### src/design/qpv_pkg.sv
/*
  register map, field layout, reset values and encodings of the quadrature
  position and velocity block.
  assumes a 32-bit apb slave with byte addresses and one word per register.
*/
package qpv_pkg;
  // ----------------------------------------------------------------------
  // register offsets
  // ----------------------------------------------------------------------
  localparam int          ADDR_W    = 8;
  localparam int          DATA_W    = 32;
  localparam logic [7:0]  OFF_CTRL  = 8'h00;
  localparam logic [7:0]  OFF_MAXP  = 8'h04;
  localparam logic [7:0]  OFF_POS   = 8'h08;
  localparam logic [7:0]  OFF_VPER  = 8'h0c;
  localparam logic [7:0]  OFF_VEL   = 8'h10;
  localparam logic [7:0]  OFF_STAT  = 8'h14;
  localparam logic [7:0]  OFF_ISTAT = 8'h18;
  localparam logic [7:0]  OFF_IEN   = 8'h1c;
  localparam logic [7:0]  OFF_ICLR  = 8'h20;
  // ----------------------------------------------------------------------
  // control fields
  // ----------------------------------------------------------------------
  localparam int          CTL_EN    = 0;
  localparam int          CTL_VEN   = 1;
  localparam int          CTL_BOTH  = 2;
  localparam int          CTL_RIDX  = 3;
  localparam int          CTL_CDIR  = 4;
  localparam int          CTL_SWAP  = 5;
  localparam int          CTL_PDIV  = 8;
  localparam int          PDIV_W    = 3;
  localparam logic [2:0]  PREDIVIDE_BY_ONE = 3'h0;
  localparam logic [2:0]  PREDIVIDE_BY_128 = 3'h7;
  localparam int          PDIV_CNT_W = 7;
  // ----------------------------------------------------------------------
  // status and interrupt fields
  // ----------------------------------------------------------------------
  localparam int          ST_DIR    = 0;
  localparam int          ST_ISEEN  = 1;
  localparam int          IRQ_W     = 3;
  localparam int          IRQ_ERR   = 0;
  localparam int          IRQ_IDX   = 1;
  localparam int          IRQ_TMR   = 2;
  // ----------------------------------------------------------------------
  // reset values
  // ----------------------------------------------------------------------
  localparam logic [31:0] MAXP_RST  = 32'hffffffff;
  localparam logic [31:0] VPER_RST  = 32'h00000001;
endpackage : qpv_pkg

### src/design/qpv_top.sv
/*
  quadrature encoder position and velocity block with apb register file.
  assumes one clock pclk, asynchronous active-low presetn, and encoder pins
  asynchronous to pclk.
*/
// Chosen here: the placing of the registers and the APB interface to the registers.
// Overview of operation
// reading the position register returns the live position counter
// in index reset mode alignment begins only at the first index pulse
// writing the position register loads the counter; counting continues from it
// velocity predivider divides count pulses by 1 to 128 in powers of two
// only predivided pulses are added into the velocity accumulator
// after the period the accumulator is latched to the result and cleared
// software programs a nonzero period in clock ticks
// software sets predivider and period before enabling velocity capture
// no velocity accumulation while the whole block is disabled
// reading velocity returns pulses of the last completed period
// clearing velocity enable stops capture, position keeps working
// option counts edges of the first phase only or both phases
// index in reset mode clears position, or loads maximum when reversing
// options select clock/direction inputs and swap the two inputs
// simultaneous change of both phase inputs raises the error flag
// position counts up when forward and down when reverse
`timescale 1ns/1ps
`default_nettype none
module qpv_top #(
  parameter int POS_W = 32,
  parameter int VEL_W = 32
) (
  // clock and reset
  input  wire logic        pclk,
  input  wire logic        presetn,
  // apb slave
  input  wire logic        psel,
  input  wire logic        penable,
  input  wire logic        pwrite,
  input  wire logic [7:0]  paddr,
  input  wire logic [31:0] pwdata,
  output logic [31:0]      prdata,
  output logic             pready,
  output logic             pslverr,
  // interrupt
  output logic             irq,
  // encoder pins
  input  wire logic        first_phase_input,
  input  wire logic        second_phase_input,
  input  wire logic        index_input
);
  // ----------------------------------------------------------------------
  // state
  // ----------------------------------------------------------------------
  logic                      enable_ff, vel_en_ff, count_both_phases_ff;
  logic                      reset_on_index_mode_ff, clock_direction_input_mode_ff;
  logic                      swap_phase_inputs_ff;
  logic [qpv_pkg::PDIV_W-1:0] velocity_predivider_ff;
  logic [POS_W-1:0]          maximum_position_ff, pos_ff;
  logic [31:0]               velocity_period_ticks_ff;
  logic                      dir_ff, idx_seen_ff;
  logic [qpv_pkg::IRQ_W-1:0] ist_ff, ien_ff, nxt_ist, irq_ev;
  logic                      count_pulse, count_fwd, error_pulse, index_pulse;
  logic [VEL_W-1:0]          vel_ff;
  logic                      period_done;
  logic                      setup, wr, pos_load;

  // ----------------------------------------------------------------------
  // submodules
  // ----------------------------------------------------------------------
  qpv_decode u_decode (
    .pclk                       (pclk),
    .presetn                    (presetn),
    .first_phase_input          (first_phase_input),
    .second_phase_input         (second_phase_input),
    .index_input                (index_input),
    .swap_phase_inputs          (swap_phase_inputs_ff),
    .clock_direction_input_mode (clock_direction_input_mode_ff),
    .count_both_phases          (count_both_phases_ff),
    .count_pulse                (count_pulse),
    .count_fwd                  (count_fwd),
    .error_pulse                (error_pulse),
    .index_pulse                (index_pulse)
  );

  // velocity needs the whole block enabled too; its result survives a stop
  qpv_velocity #(.VEL_W(VEL_W)) u_velocity (
    .pclk                  (pclk),
    .presetn               (presetn),
    .run                   (enable_ff & vel_en_ff),
    .velocity_predivider   (velocity_predivider_ff),
    .velocity_period_ticks (velocity_period_ticks_ff),
    .count_pulse           (count_pulse),
    .vel_ff                (vel_ff),
    .done_ff               (period_done)
  );

  // ----------------------------------------------------------------------
  // apb decode
  // ----------------------------------------------------------------------
  function automatic logic mapped(input logic [7:0] a);
    mapped = a inside {qpv_pkg::OFF_CTRL, qpv_pkg::OFF_MAXP, qpv_pkg::OFF_POS,
                       qpv_pkg::OFF_VPER, qpv_pkg::OFF_VEL, qpv_pkg::OFF_STAT,
                       qpv_pkg::OFF_ISTAT, qpv_pkg::OFF_IEN, qpv_pkg::OFF_ICLR};
  endfunction : mapped

  function automatic logic [31:0] ctrl_word();
    logic [31:0] w;
    w = 32'h0;
    w[qpv_pkg::CTL_EN]   = enable_ff;
    w[qpv_pkg::CTL_VEN]  = vel_en_ff;
    w[qpv_pkg::CTL_BOTH] = count_both_phases_ff;
    w[qpv_pkg::CTL_RIDX] = reset_on_index_mode_ff;
    w[qpv_pkg::CTL_CDIR] = clock_direction_input_mode_ff;
    w[qpv_pkg::CTL_SWAP] = swap_phase_inputs_ff;
    w[qpv_pkg::CTL_PDIV +: qpv_pkg::PDIV_W] = velocity_predivider_ff;
    ctrl_word = w;
  endfunction : ctrl_word

  // one wait-free access: pready rises for the access cycle only
  assign setup    = psel & ~penable & ~pready;
  assign wr       = psel & penable & pready & pwrite & ~pslverr;
  assign pos_load = wr & (paddr == qpv_pkg::OFF_POS);

  always_ff @(posedge pclk or negedge presetn) begin
    if (!presetn) begin
      pready  <= 1'b0;
      pslverr <= 1'b0;
      prdata  <= 32'h0;
    end else begin
      pready  <= setup;
      pslverr <= setup & ~mapped(paddr);
      if (setup && !pwrite) begin
        unique case (paddr)
          qpv_pkg::OFF_CTRL:  prdata <= ctrl_word();
          qpv_pkg::OFF_MAXP:  prdata <= 32'(maximum_position_ff);
          qpv_pkg::OFF_POS:   prdata <= 32'(pos_ff);
          qpv_pkg::OFF_VPER:  prdata <= velocity_period_ticks_ff;
          qpv_pkg::OFF_VEL:   prdata <= 32'(vel_ff);
          qpv_pkg::OFF_STAT:  prdata <= 32'({idx_seen_ff, dir_ff});
          qpv_pkg::OFF_ISTAT: prdata <= 32'(ist_ff);
          qpv_pkg::OFF_IEN:   prdata <= 32'(ien_ff);
          default:            prdata <= 32'h0;
        endcase
      end
    end
  end

  // ----------------------------------------------------------------------
  // configuration registers
  // ----------------------------------------------------------------------
  always_ff @(posedge pclk or negedge presetn) begin
    if (!presetn) begin
      enable_ff                     <= 1'b0;
      vel_en_ff                     <= 1'b0;
      count_both_phases_ff          <= 1'b0;
      reset_on_index_mode_ff        <= 1'b0;
      clock_direction_input_mode_ff <= 1'b0;
      swap_phase_inputs_ff          <= 1'b0;
      velocity_predivider_ff        <= qpv_pkg::PREDIVIDE_BY_ONE;
      maximum_position_ff           <= POS_W'(qpv_pkg::MAXP_RST);
      velocity_period_ticks_ff      <= qpv_pkg::VPER_RST;
      ien_ff                        <= '0;
    end else if (wr) begin
      unique case (paddr)
        qpv_pkg::OFF_CTRL: begin
          enable_ff                     <= pwdata[qpv_pkg::CTL_EN];
          vel_en_ff                     <= pwdata[qpv_pkg::CTL_VEN];
          count_both_phases_ff          <= pwdata[qpv_pkg::CTL_BOTH];
          reset_on_index_mode_ff        <= pwdata[qpv_pkg::CTL_RIDX];
          clock_direction_input_mode_ff <= pwdata[qpv_pkg::CTL_CDIR];
          swap_phase_inputs_ff          <= pwdata[qpv_pkg::CTL_SWAP];
          velocity_predivider_ff        <= pwdata[qpv_pkg::CTL_PDIV +: qpv_pkg::PDIV_W];
        end
        qpv_pkg::OFF_MAXP: maximum_position_ff      <= pwdata[POS_W-1:0];
        qpv_pkg::OFF_VPER: velocity_period_ticks_ff <= pwdata;
        qpv_pkg::OFF_IEN:  ien_ff                   <= pwdata[qpv_pkg::IRQ_W-1:0];
        default: ;
      endcase
    end
  end

  // ----------------------------------------------------------------------
  // position counter
  // ----------------------------------------------------------------------
  // the count wraps between zero and maximum, but a software load can place it outside that range
  // a software load wins over any encoder event in the same cycle
  always_ff @(posedge pclk or negedge presetn) begin
    if (!presetn) begin
      pos_ff <= '0;
    end else if (pos_load) begin
      pos_ff <= pwdata[POS_W-1:0];
    end else if (enable_ff && index_pulse && reset_on_index_mode_ff) begin
      pos_ff <= dir_ff ? '0 : maximum_position_ff;
    end else if (enable_ff && count_pulse) begin
      if (count_fwd) begin
        pos_ff <= (pos_ff == maximum_position_ff) ? '0 : pos_ff + 1'b1;
      end else begin
        pos_ff <= (pos_ff == '0) ? maximum_position_ff : pos_ff - 1'b1;
      end
    end
  end

  // alignment restarts on load or on enabling
  always_ff @(posedge pclk or negedge presetn) begin
    if (!presetn) begin
      idx_seen_ff <= 1'b0;
      dir_ff      <= 1'b1;
    end else begin
      if (pos_load || (wr && paddr == qpv_pkg::OFF_CTRL && !enable_ff)) begin
        idx_seen_ff <= 1'b0;
      end else if (enable_ff && index_pulse) begin
        idx_seen_ff <= 1'b1;
      end
      if (enable_ff && count_pulse) begin
        dir_ff <= count_fwd;
      end
    end
  end

  // ----------------------------------------------------------------------
  // interrupts
  // ----------------------------------------------------------------------
  always_comb begin
    irq_ev                   = '0;
    irq_ev[qpv_pkg::IRQ_ERR] = enable_ff & error_pulse;
    irq_ev[qpv_pkg::IRQ_IDX] = enable_ff & index_pulse;
    irq_ev[qpv_pkg::IRQ_TMR] = period_done;
    nxt_ist                  = ist_ff;
    if (wr && paddr == qpv_pkg::OFF_ICLR) begin
      nxt_ist = ist_ff & ~pwdata[qpv_pkg::IRQ_W-1:0];
    end
    // an event in the clearing cycle is kept
    nxt_ist = nxt_ist | irq_ev;
  end

  // irq is built from the next status, so it rises with the sticky bit

  always_ff @(posedge pclk or negedge presetn) begin
    if (!presetn) begin
      ist_ff <= '0;
      irq    <= 1'b0;
    end else begin
      ist_ff <= nxt_ist;
      irq    <= |(nxt_ist & ien_ff);
    end
  end
endmodule : qpv_top
`default_nettype wire

### src/design/qpv_decode.sv
/*
  phase input conditioning: three-stage synchronisers, agreement filter,
  swap and clock/direction selection, edge and direction decoding.
  assumes pins are asynchronous to pclk.
*/
`timescale 1ns/1ps
`default_nettype none
module qpv_decode (
  // clock and reset
  input  wire logic pclk,
  input  wire logic presetn,
  // encoder pins
  input  wire logic first_phase_input,
  input  wire logic second_phase_input,
  input  wire logic index_input,
  // configuration
  input  wire logic swap_phase_inputs,
  input  wire logic clock_direction_input_mode,
  input  wire logic count_both_phases,
  // decoded events
  output logic      count_pulse,
  output logic      count_fwd,
  output logic      error_pulse,
  output logic      index_pulse
);
  // ----------------------------------------------------------------------
  // synchronise and filter: {index, second, first}
  // ----------------------------------------------------------------------
  logic [2:0] s0_ff, s1_ff, s2_ff, flt_ff, prv_ff;
  logic       a_now, b_now, a_old, b_old, a_chg, b_chg;

  always_ff @(posedge pclk or negedge presetn) begin
    if (!presetn) begin
      s0_ff <= 3'h0;
      s1_ff <= 3'h0;
      s2_ff <= 3'h0;
    end else begin
      s0_ff <= {index_input, second_phase_input, first_phase_input};
      s1_ff <= s0_ff;
      s2_ff <= s1_ff;
    end
  end

  // a level counts only once the last two stages agree
  always_ff @(posedge pclk or negedge presetn) begin
    if (!presetn) begin
      flt_ff <= 3'h0;
      prv_ff <= 3'h0;
    end else begin
      flt_ff <= (s1_ff & ~(s1_ff ^ s2_ff)) | (flt_ff & (s1_ff ^ s2_ff));
      prv_ff <= flt_ff;
    end
  end

  // ----------------------------------------------------------------------
  // decode
  // ----------------------------------------------------------------------
  assign a_now = swap_phase_inputs ? flt_ff[1] : flt_ff[0];
  assign b_now = swap_phase_inputs ? flt_ff[0] : flt_ff[1];
  assign a_old = swap_phase_inputs ? prv_ff[1] : prv_ff[0];
  assign b_old = swap_phase_inputs ? prv_ff[0] : prv_ff[1];
  assign a_chg = a_now ^ a_old;
  assign b_chg = b_now ^ b_old;
  assign index_pulse = flt_ff[2] & ~prv_ff[2];

  always_comb begin
    count_pulse = 1'b0;
    count_fwd   = 1'b1;
    error_pulse = 1'b0;
    if (clock_direction_input_mode) begin
      // rising clock edge counts, direction low means forward
      count_pulse = a_chg & a_now;
      count_fwd   = ~b_now;
    end else if (a_chg && b_chg) begin
      error_pulse = 1'b1;
    end else if (a_chg) begin
      count_pulse = 1'b1;
      count_fwd   = a_now ^ b_now;
    end else if (b_chg) begin
      count_pulse = count_both_phases;
      count_fwd   = ~(a_now ^ b_now);
    end
  end
endmodule : qpv_decode
`default_nettype wire

### src/design/qpv_velocity.sv
/*
  velocity capture: predivider, period timer, accumulator and result latch.
  assumes count pulses are one cycle wide and on pclk.
*/
`timescale 1ns/1ps
`default_nettype none
module qpv_velocity #(
  parameter int VEL_W = 32
) (
  // clock and reset
  input  wire logic                   pclk,
  input  wire logic                   presetn,
  // control
  input  wire logic                   run,
  input  wire logic [qpv_pkg::PDIV_W-1:0] velocity_predivider,
  input  wire logic [31:0]            velocity_period_ticks,
  input  wire logic                   count_pulse,
  // results
  output logic [VEL_W-1:0]            vel_ff,
  output logic                        done_ff
);
  localparam int CW = qpv_pkg::PDIV_CNT_W;

  function automatic logic [CW-1:0] div_mask(input logic [2:0] sel);
    div_mask = CW'((8'h01 << sel) - 8'h01);
  endfunction : div_mask

  logic [CW-1:0]    pdc_ff;
  logic [31:0]      tick_ff;
  logic [VEL_W-1:0] acc_ff;
  logic             div_pulse, period_end;

  // ----------------------------------------------------------------------
  // predivider
  // ----------------------------------------------------------------------
  assign div_pulse = run & count_pulse
                   & (&(pdc_ff | ~div_mask(velocity_predivider)));

  always_ff @(posedge pclk or negedge presetn) begin
    if (!presetn) begin
      pdc_ff <= '0;
    end else if (!run) begin
      pdc_ff <= '0;
    end else if (count_pulse) begin
      pdc_ff <= div_pulse ? '0 : pdc_ff + 1'b1;
    end
  end

  // ----------------------------------------------------------------------
  // period timer and accumulator
  // ----------------------------------------------------------------------
  assign period_end = run & ((tick_ff + 32'h1) == velocity_period_ticks);

  always_ff @(posedge pclk or negedge presetn) begin
    if (!presetn) begin
      tick_ff <= 32'h0;
      acc_ff  <= '0;
    end else if (!run) begin
      tick_ff <= 32'h0;
      acc_ff  <= '0;
    end else if (period_end) begin
      tick_ff <= 32'h0;
      acc_ff  <= '0;
    end else begin
      tick_ff <= tick_ff + 32'h1;
      acc_ff  <= acc_ff + VEL_W'(div_pulse);
    end
  end

  // result holds the last completed period, also while stopped
  always_ff @(posedge pclk or negedge presetn) begin
    if (!presetn) begin
      vel_ff  <= '0;
      done_ff <= 1'b0;
    end else begin
      done_ff <= period_end;
      if (period_end) begin
        vel_ff <= acc_ff + VEL_W'(div_pulse);
      end
    end
  end
endmodule : qpv_velocity
`default_nettype wire

### config.mk
export PLATFORM = sky130hd
export DESIGN_NAME = qpv_top
export DESIGN_NICKNAME = d
export VERILOG_FILES = /design/src/design/qpv_pkg.sv /design/src/design/qpv_top.sv /design/src/design/qpv_decode.sv /design/src/design/qpv_velocity.sv
export SDC_FILE = /design/constraint.sdc
export NUM_CORES = 1
export LEC_CHECK = 0
export BUFFER_PORTS_ARGS = -buffer_cell sky130_fd_sc_hd__buf_2
export CAP_MARGIN = 20
export CORE_UTILIZATION = 62
export DETAILED_ROUTE_END_ITERATION = 12
export PLACE_DENSITY = 0.9
export SLEW_MARGIN = 40
export SYNTH_ARGS = -nofsm -noshare
export SYNTH_HDL_FRONTEND = slang
export SYNTH_SLANG_ARGS = --single-unit
### constraint.sdc
create_clock -name pclk -period 4.6 [get_ports pclk]
set_input_delay 0.92 -clock pclk [delete_from_list [all_inputs] [get_ports pclk]]
set_output_delay 0.92 -clock pclk [all_outputs]
set_load 0.02 [all_outputs]
==> results of run 1 <==
## area by class of cell
| type | count | area [µm²] | area share, % |
|---|---|---|---|
| timing repair buffer | 108 | 661 | 3.93 |
| multi-input combinational | 1154 | 7860 | 46.8 |
| sequential | 267 | 6720 | 40.0 |
| tap | 324 | 405 | 2.41 |
| clock buffer | 41 | 810 | 4.82 |
| inverter | 57 | 214 | 1.27 |
| clock inverter | 11 | 120 | 0.715 |
| antenna | 1 | 2.50 | 0.0149 |
## kinds of logic (layout without fill, tap and decap cells)
group / count (synthesis) / count (layout)
and+or+nand+nor: 551 / 551
AOI/OAI and AO/OA: 305 / 305
DFF: 267 / 267
muxes: 115 / 115
other: 0 / 1
adders and majority gates: 11 / 11
xor gates and xnor gates: 172 / 172
buffers and inverters: 166 / 217
## stage by stage
step                      hold slack [ns]  cells  cell area (µm²)  worst slack, ns  util, %
after floorplan                     0.331   1587            15300            0.729        -
after global placement              0.334   1909            15800            0.797     65.3
after detailed placement            0.336   1909            15800            0.577     65.3
after CTS                           0.353   1961            16800            0.575     69.1
after global routing                0.331   1962            16800            0.200     69.3
final                               0.287   1963            16800            0.459     69.3
## sequential cells by signal, summed over array words and instances (netlist names), 7 cells and up, named ones only
name,cells
u_velocity.tick_ff,32
prdata,32
velocity_period_ticks_ff,32
pos_ff,32
u_velocity.pdc_ff,7
maximum_position_ff,32
u_velocity.vel_ff,32
u_velocity.acc_ff,32
## cell usage after synthesis, types with 17 or more instances
| library cell | number | share of area (%) |
|---|---|---|
| and3_1 | 26 | 1.1 |
| nand4_1 | 36 | 1.5 |
| nor2_1 | 176 | 4.3 |
| xnor2_1 | 102 | 5.9 |
| mux2i_1 | 34 | 2.2 |
| nor3_1 | 21 | 0.69 |
| or3_1 | 17 | 0.70 |
| a22o_1 | 24 | 1.4 |
| dfstp_2 | 34 | 5.9 |
| dfrtp_1 | 233 | 38 |
| o21ai_0 | 71 | 2.3 |
| a221oi_1 | 37 | 2.1 |
| nor4_1 | 24 | 0.98 |
| a21oi_1 | 48 | 1.6 |
| xor2_1 | 65 | 3.7 |
| inv_1 | 57 | 1.4 |
| nor2b_1 | 17 | 0.70 |
| nand3_1 | 64 | 2.1 |
| mux2_2 | 81 | 6.0 |
| nand2_1 | 108 | 2.7 |
| clkbuf_1 | 85 | 2.1 |
## power by group
group | switching [mW] | internal [mW] | total, mW
clock network | 0.986 | 1.29 | 2.27
registers | 0.0359 | 2.37 | 2.41
logic | 0.201 | 0.0966 | 0.298
total | 1.22 | 3.75 | 4.98
## placed cells by master, fill, tap and decap left out, drive strengths merged, types with 5 or more instances in the layout
cell type,count
a211oi,7
a21o,13
a21oi,48
a221oi,37
a222oi,11
a22o,24
a22oi,11
a2bb2oi,5
a31oi,15
and2,5
and3,26
and4,9
buf,108
clkbuf,41
clkinv,5
dfrtp,233
dfstp,34
ha,8
inv,59
mux2,81
mux2i,34
nand2,108
nand2b,15
nand3,65
nand3b,9
nand4,37
nor2,176
nor2b,17
nor3,21
nor3b,5
nor4,27
o211ai,9
o21ai,71
o22ai,11
o31a,7
or3,17
or4,6
xnor2,102
xor2,65
## path summary, 6_finish.rpt
path / slack [ns] / from / end / cells past startpoint
min in group pclk: 0.35 / u_decode.s0_ff[1] / u_decode.s1_ff[1] / 0
min reg2reg: 0.35 / u_decode.s0_ff[1] / u_decode.s1_ff[1] / 0
max: 0.46 / swap_phase_inputs_ff / u_velocity.vel_ff[29] / 15
max reg2reg: 0.46 / swap_phase_inputs_ff / u_velocity.vel_ff[29] / 15
max in group asynchronous: 3.06 / presetn / u_velocity.tick_ff[0] / 3
min: 0.29 / presetn / prdata[30] / 1
## per-layer routing
| metal | vias to the layer above | track usage (%) | part of all wire, % |
|---|---|---|---|
| met1 | 6473 | 50.5 | 38 |
| met4 | 0 | 16.1 | 4.5 |
| li1 | 5752 | - | - |
| met3 | 146 | 6.53 | 11 |
| met5 | - | 0 | 0 |
| met2 | 831 | 58.4 | 46 |
==> impl_metrics.toml, run 1 <==
[die]
dieWidth_um = 159
rows = 57
core-area_um2 = 24200
ios = 83
dieArea_um2 = 25200
start_util_pct = 62.9
die_y_um = 159

[global_routing]
grt_max_degree = 112
antenna_found_initial = 1
grt_overflow_total = 0
track_usage_pct = 37.1
grt_pass1_vias = 12900
grt_pass1_wl_mm = 73.3

[timing]
finalSetupViolations = 0
slew_headroom_pct = 42.4
fmax_mhz = 241
tightest_slew_ns = 0.861
layout_min_cycle_time_ns = 4.14
hold_viol = 0
drv_slew = 0
fin_tns_setup_ns = 0
rsz0062_at_grt = "no"
post-route-period-util_pct = 90.0
fin_skew_ns = 0.0193

[synthesis]
synth.yosys.seq_area_share_pct = 44.1
syn_area_um2 = 15300
synth_compound_gate_area_share_pct = 13.9
synth_seq_cells = 267
synthArstFlopShare_pct = 100
yosysWarningCount = 0
synth_xor_area_share_pct = 10.3
ys.flop_type = "dfrtp_1"
synthSimpleGateAreaFrac_pct = 18.0
synth_top_family_by_area = "simple AND/OR/NAND/NOR gates"
avgSynthCellArea_um2 = 9.61
synthMuxAreaShare_pct = 8.21
synth_fa_ha_area_share_pct = 0.853
synth_edf_count = 0
syn_inst = 1587
syn_nets = 1643
synth_cell_types = 74

[worst_setup_path]
cp-end-kind = "register"
cpMostUsedCell = "nand3_1"
start_kind = "register"
crit_slowest_cell = "dfrtp_1"
critPathMaxStageDelay_ns = 0.48
cp.required_ns = 5.03
worstPathCellList = "mux2_2 > ha_1 > and3_1 > o311a_1 > nand2_1 > nor2_1 > ha_1 > nand3_1 > nor2_1 > nand3_1 > or2_2 > nor3_1 > nand3_1 > xor2_1 > mux2i_1"
arrival_ns = 4.58
crit_fanout = 7
crit_family = "simple AND/OR/NAND/NOR gates"
crit_type = "register to register"
cp_num_buf_inv = 0

[drt]
drt_first_pass_iters = 7
vias = 13200
first_iter_violations = 1680
ant_nets = 0
route.detailed.drc = 0
wl_per_cell_um = 23.6
routed_wl_mm = 46.2
vias_per_cell = 6.73

[power]
ir_drop_mv = 0.263
p_total_mw = 4.98
p_leak_nw = 7.22
powerDensity_nw_per_um2 = 296

[clocking]
clk_latency_ns = 0.57
h-tree-depth = 1
hold_buffers = 0
clk_path_buf_depth = 3
numCtsBuffers = 28
clkTransAtPathRegs_ns = 0.06
tritoncts = "done"
cts.repair_timing.setup_buffer_count = 0
cts.sinks = 267
cts.repair.resized = 0
clockRootBuffer = "clkbuf_16"

[place]
gp_congestion = 0.986
dp_hpwl_mm = 32.1
numPortBuffers = 82

[final_layout]
num-fill-cells = 1750
layout-drive-gt1-share_pct = 17.5
nNetsFinal = 1672
areaGrowthSynthToFinish_pct = 10.1

[flow_run]
cap_violations = 0

[worst_hold_path]
hp-class = "primary input to async pin"

[outcome]
status = "finished, final reports clean"
Power figures use the tool's default switching activity.
==> inputs of run 2 (changes only) <==
CORE_ASPECT_RATIO = 1.75   (was unset)
==> run 2 against run 1 <==
The flow now finishes with violations (DRC). Final cell count down 0.51%. Non-clock buffer count up 13. Die area about the same. First-iteration DRC count down 3.5%. Combinational power up 2%. Global-route usage up 2.1 points. Critical path depth unchanged. Fmax down 2.8%. Highest routed layer unchanged.
==> impl_metrics.toml, run 2 (synthesized netlist as in run 1, its figures left out) <==
[outcome]
status = "complete, but fails checks"
violations = "DRC"

[place]
numPortBuffers = 82
dp_hpwl_mm = 34.5
placed_cell_area_um2 = 15900
dp.cells = 1906
gp_congestion = 0.998
place_ws_ns = 0.548

[die]
dieWidth_um = 121
core-area_um2 = 24000
die_y_um = 209
start_util_pct = 63.5
rows = 75
ios = 83
dieArea_um2 = 25300

[final_layout]
fin_cells = 1953
layout-drive-gt1-share_pct = 17.9
fin_area_um2 = 16800
num_antenna_cells = 0
layout_commonest_cell = "dfrtp_1"
fin_util_pct = 70.0
areaGrowthSynthToFinish_pct = 10.2
num-fill-cells = 1766
layout_common_cells = "dfrtp_1 (233), nor2_1 (172), nand2_1 (108), xnor2_1 (102)"
nNetsFinal = 1682

[timing]
rsz0062_at_grt = "no"
fin_skew_ns = 0.0254
tightest_slew_ns = 0.809
drv_slew = 0
slew_headroom_pct = 46.0
layout_min_cycle_time_ns = 4.26
setup_slack_ns = 0.339
hold_viol = 0
post-route-period-util_pct = 92.6
fmax_mhz = 235
fin_tns_setup_ns = 0
finalSetupViolations = 0

[drt]
dr_wl_met2_mm = 24.0
routed_wl_mm = 48.8
drt_first_pass_iters = 13
vias_per_cell = 6.93
wl_per_cell_um = 25.0
m1WireLength_mm = 16.5
wl_met3_mm = 4.32
top_layer_used = "met4"
vias = 13500
route.detailed.drc = 2
first_iter_violations = 1621
ant_nets = 0

[worst_setup_path]
r2r_end = "u_velocity.vel_ff[28]"
crit_family = "simple AND/OR/NAND/NOR gates"
worstPathCellList = "mux2_2 > ha_1 > and3_1 > o311a_1 > nand2_1 > nor2_1 > ha_1 > ha_1 > and3_1 > nand3_1 > or2_2 > nor3_1 > nand2_1 > xor2_1 > mux2i_1"
setup.worst_path.start = "swap_phase_inputs_ff"
cp-end-kind = "register"
critPathMaxStageDelay_ns = 0.51
cp_num_cells = 15
cp_num_buf_inv = 0
cpMostUsedCell = "ha_1"
reg2reg_depth = 15
rrSetupSlack_ns = 0.34
crit_slowest_cell = "dfrtp_1"
arrival_ns = 4.69
crit_fanout = 7
cp.required_ns = 5.03
r2r-start = "swap_phase_inputs_ff"
start_kind = "register"
crit_type = "register to register"
critical_path.endpoint = "u_velocity.vel_ff[28]"

[global_routing]
grt_max_degree = 111
grt_pass1_wl_mm = 75.2
antenna_found_initial = 0
grt_pass1_vias = 13400
track_usage_pct = 39.1
grt_overflow_total = 0

[worst_hold_path]
hp-class = "primary input to async pin"

[clocking]
h-tree-depth = 1
cts.repair_timing.setup_buffer_count = 0
cts.repair.resized = 0
clk_path_buf_depth = 3
cts.sinks = 267
clkTransAtPathRegs_ns = 0.07
clk_latency_ns = 0.56
hold_buffers = 0
numCtsBuffers = 25
tritoncts = "done"
clockRootBuffer = "clkbuf_16"

[power]
powerDensity_nw_per_um2 = 294
p_leak_nw = 7.27
ir_drop_mv = 0.281

[flow_run]
cap_violations = 0
## run 2: worst min-delay path by stage
stage                                 start               endpoint  slack [ns]
after floorplan           u_decode.s0_ff[0]      u_decode.s1_ff[0]        0.33
after global placement    u_decode.s0_ff[2]      u_decode.s1_ff[2]        0.33
after detailed placement  u_decode.s0_ff[2]      u_decode.s1_ff[2]        0.34
after CTS                 u_decode.s0_ff[2]      u_decode.s1_ff[2]        0.35
after global routing                presetn  u_velocity.tick_ff[3]        0.25
final                               presetn  u_velocity.tick_ff[3]        0.24
## run 2: area by class of cell
class / instances / area, µm² / share of cell area [%]
Tap cell: 308 / 385 / 2.29
Clock inverter: 13 / 175 / 1.04
Timing Repair Buffer: 121 / 758 / 4.51
Multi-Input combinational cell: 1154 / 7860 / 46.8
Inverter: 57 / 214 / 1.27
Clock buffer: 33 / 696 / 4.14
Sequential cell: 267 / 6720 / 40.0
## run 2: worst reg2reg max path, delay by kind of cell (launching register included)
family / cells / cell delay (ns)
DFF: 1 / 0.51
AOI/OAI and AO/OA: 1 / 0.22
muxes: 2 / 0.48
adders and majority gates: 3 / 0.87
and+or+nand+nor: 8 / 1.86
xor gates and xnor gates: 1 / 0.21
## run 2: report_power, final
group | switching (mW) | internal [mW] | total, mW
sequential | 0.0375 | 2.37 | 2.41
combinational | 0.206 | 0.0996 | 0.305
clock | 0.947 | 1.29 | 2.24
total | 1.19 | 3.76 | 4.95
## run 2: through the flow
step                hold WS (ns)  power [mW]
floorplan                  0.331        2.58
global placement           0.331        2.73
detailed placement         0.338        2.74
CTS                        0.351        4.94
global route               0.254        5.07
finish                     0.237        4.95
## run 2: routing by layer
| metal | GRT usage, % | vias up |
|---|---|---|
| met5 | 0 | - |
| met4 | 27.2 | 0 |
| met3 | 6.01 | 245 |
| met2 | 65.1 | 915 |
| met1 | 46.1 | 6603 |
| li1 | - | 5767 |
==> inputs of run 3 (changes only) <==
CORE_UTILIZATION = 54   (was 62)
PLACE_DENSITY = 0.81   (was 0.9)
==> run 3 against run 2 <==
The run now ends clean. Via count down 2.8%. Non-clock buffer count is 4 lower. Fmax up 2.6%. Critical path depth unchanged. Clock skew down 0.014 ns. First-iteration DRC count down 21%. Design area increased by 0.11%. Highest routed layer unchanged.
==> impl_metrics.toml, run 3 (synthesized netlist as in run 1, its figures left out) <==
[worst_setup_path]
crit_fanout = 7
crit_type = "register to register"
start_kind = "register"
cp.required_ns = 5.02
cpMostUsedCell = "nand3_1"
arrival_ns = 4.58
worstPathCellList = "mux2_2 > ha_1 > and3_1 > o311a_1 > nand2_1 > nor2_1 > ha_1 > nand3_1 > nor2_1 > nand3_1 > or2_2 > nor3_1 > nand3_1 > xor2_1 > mux2i_1"
critPathMaxStageDelay_ns = 0.49
crit_slowest_cell = "dfrtp_1"
cp-end-kind = "register"
crit_family = "simple AND/OR/NAND/NOR gates"
cp_num_buf_inv = 0

[place]
gp_congestion = 1.01
numPortBuffers = 82
placed_cell_area_um2 = 16000
dp_hpwl_mm = 35.3

[die]
ios = 83
dieArea_um2 = 28900
core-area_um2 = 27900
rows = 81
dieWidth_um = 129
start_util_pct = 54.7
die_y_um = 224

[global_routing]
grt_overflow_total = 0
grt_max_degree = 123
track_usage_pct = 34.3
antenna_found_initial = 1
grt_pass1_vias = 13200
grt_pass1_wl_mm = 74.6

[clocking]
clk_path_buf_depth = 3
h-tree-depth = 1
numCtsBuffers = 26
clk_latency_ns = 0.55
tritoncts = "done"
hold_buffers = 0
cts.repair.resized = 0
clkTransAtPathRegs_ns = 0.07
cts.repair_timing.setup_buffer_count = 0
cts.sinks = 267
clockRootBuffer = "clkbuf_16"

[final_layout]
layout_common_cells = "dfrtp_1 (233), nor2_1 (172), nand2_1 (108), xnor2_1 (102)"
fin_util_pct = 60.4
num_antenna_cells = 0
fin_area_um2 = 16800
nNetsFinal = 1679
areaGrowthSynthToFinish_pct = 10.4
layout-drive-gt1-share_pct = 17.7
layout_commonest_cell = "dfrtp_1"

[timing]
hold_viol = 0
drv_slew = 0
tightest_slew_ns = 0.904
slew_headroom_pct = 39.1
fin_tns_setup_ns = 0
fmax_mhz = 241
finalSetupViolations = 0
rsz0062_at_grt = "no"
post-route-period-util_pct = 90.3
layout_min_cycle_time_ns = 4.15
hold_slack_ns = 0.330
fin_skew_ns = 0.0110

[drt]
routed_wl_mm = 48.2
vias = 13200
drt_first_pass_iters = 5
first_iter_violations = 1282
ant_nets = 0
vias_per_cell = 6.52
route.detailed.drc = 0
wl_per_cell_um = 23.9

[power]
p_leak_nw = 7.22
powerDensity_nw_per_um2 = 291
p_total_mw = 4.90
ir_drop_mv = 0.299

[worst_hold_path]
hp-class = "primary input to async pin"

[outcome]
status = "finished, final reports clean"

[flow_run]
cap_violations = 0
[run 3: stage by stage]
| stage | worst slack, ns | instances |
|---|---|---|
| after floorplan | 0.729 | 1587 |
| after detailed placement | 0.554 | 1968 |
| after global placement | 0.727 | 1968 |
| after global routing | 0.231 | 2016 |
| after CTS | 0.516 | 2016 |
| final | 0.447 | 2016 |
[run 3: worst register-to-register path, cell delays in order (launching register included)]
cell,delay [ns]
dfrtp_1,0.49
mux2_2,0.38
ha_1,0.38
and3_1,0.20
o311a_1,0.19
nand2_1,0.05
nor2_1,0.24
ha_1,0.23
nand3_1,0.12
nor2_1,0.27
nand3_1,0.23
or2_2,0.44
nor3_1,0.36
nand3_1,0.14
xor2_1,0.19
mux2i_1,0.10
[run 3: layout make-up]
type,count,area [µm²]
inverters,57,214
well taps,373,467
flip-flops and latches,267,6720
multi-input cells,1154,7860
repair buffers,117,696
clock inverters,7,77.6
fillers,2334,11000
clock buffers,41,798
[run 3: final timing paths]
check	start	to	slack (ns)	cells past startpoint
worst max-delay path	swap_phase_inputs_ff	u_velocity.vel_ff[29]	0.45	15
worst min-delay path	presetn	prdata[27]	0.33	1
worst max register to register	swap_phase_inputs_ff	u_velocity.vel_ff[29]	0.45	15
worst min register to register	u_decode.s0_ff[1]	u_decode.s1_ff[1]	0.35	0
max in group asynchronous	presetn	u_velocity.pdc_ff[3]	3.20	2
min in group pclk	u_decode.s0_ff[1]	u_decode.s1_ff[1]	0.35	0
[run 3: metal layers]
| metal | track usage (%) | part of all wire (%) | vias to the layer above | routed length, µm |
|---|---|---|---|---|
| met5 | 0 | 0 | - | 0 |
| met2 | 58.6 | 50 | 715 | 24200 |
| met4 | 22.8 | 7.2 | 0 | 3470 |
| met1 | 39.9 | 35 | 6486 | 17000 |
| li1 | - | - | 5748 | - |
| met3 | 4.33 | 7.3 | 201 | 3500 |
[run 3: where the power goes]
| part | internal [mW] | switching [mW] |
|---|---|---|
| sequential | 2.37 | 0.0371 |
| clock | 1.25 | 0.944 |
| combinational | 0.0964 | 0.202 |
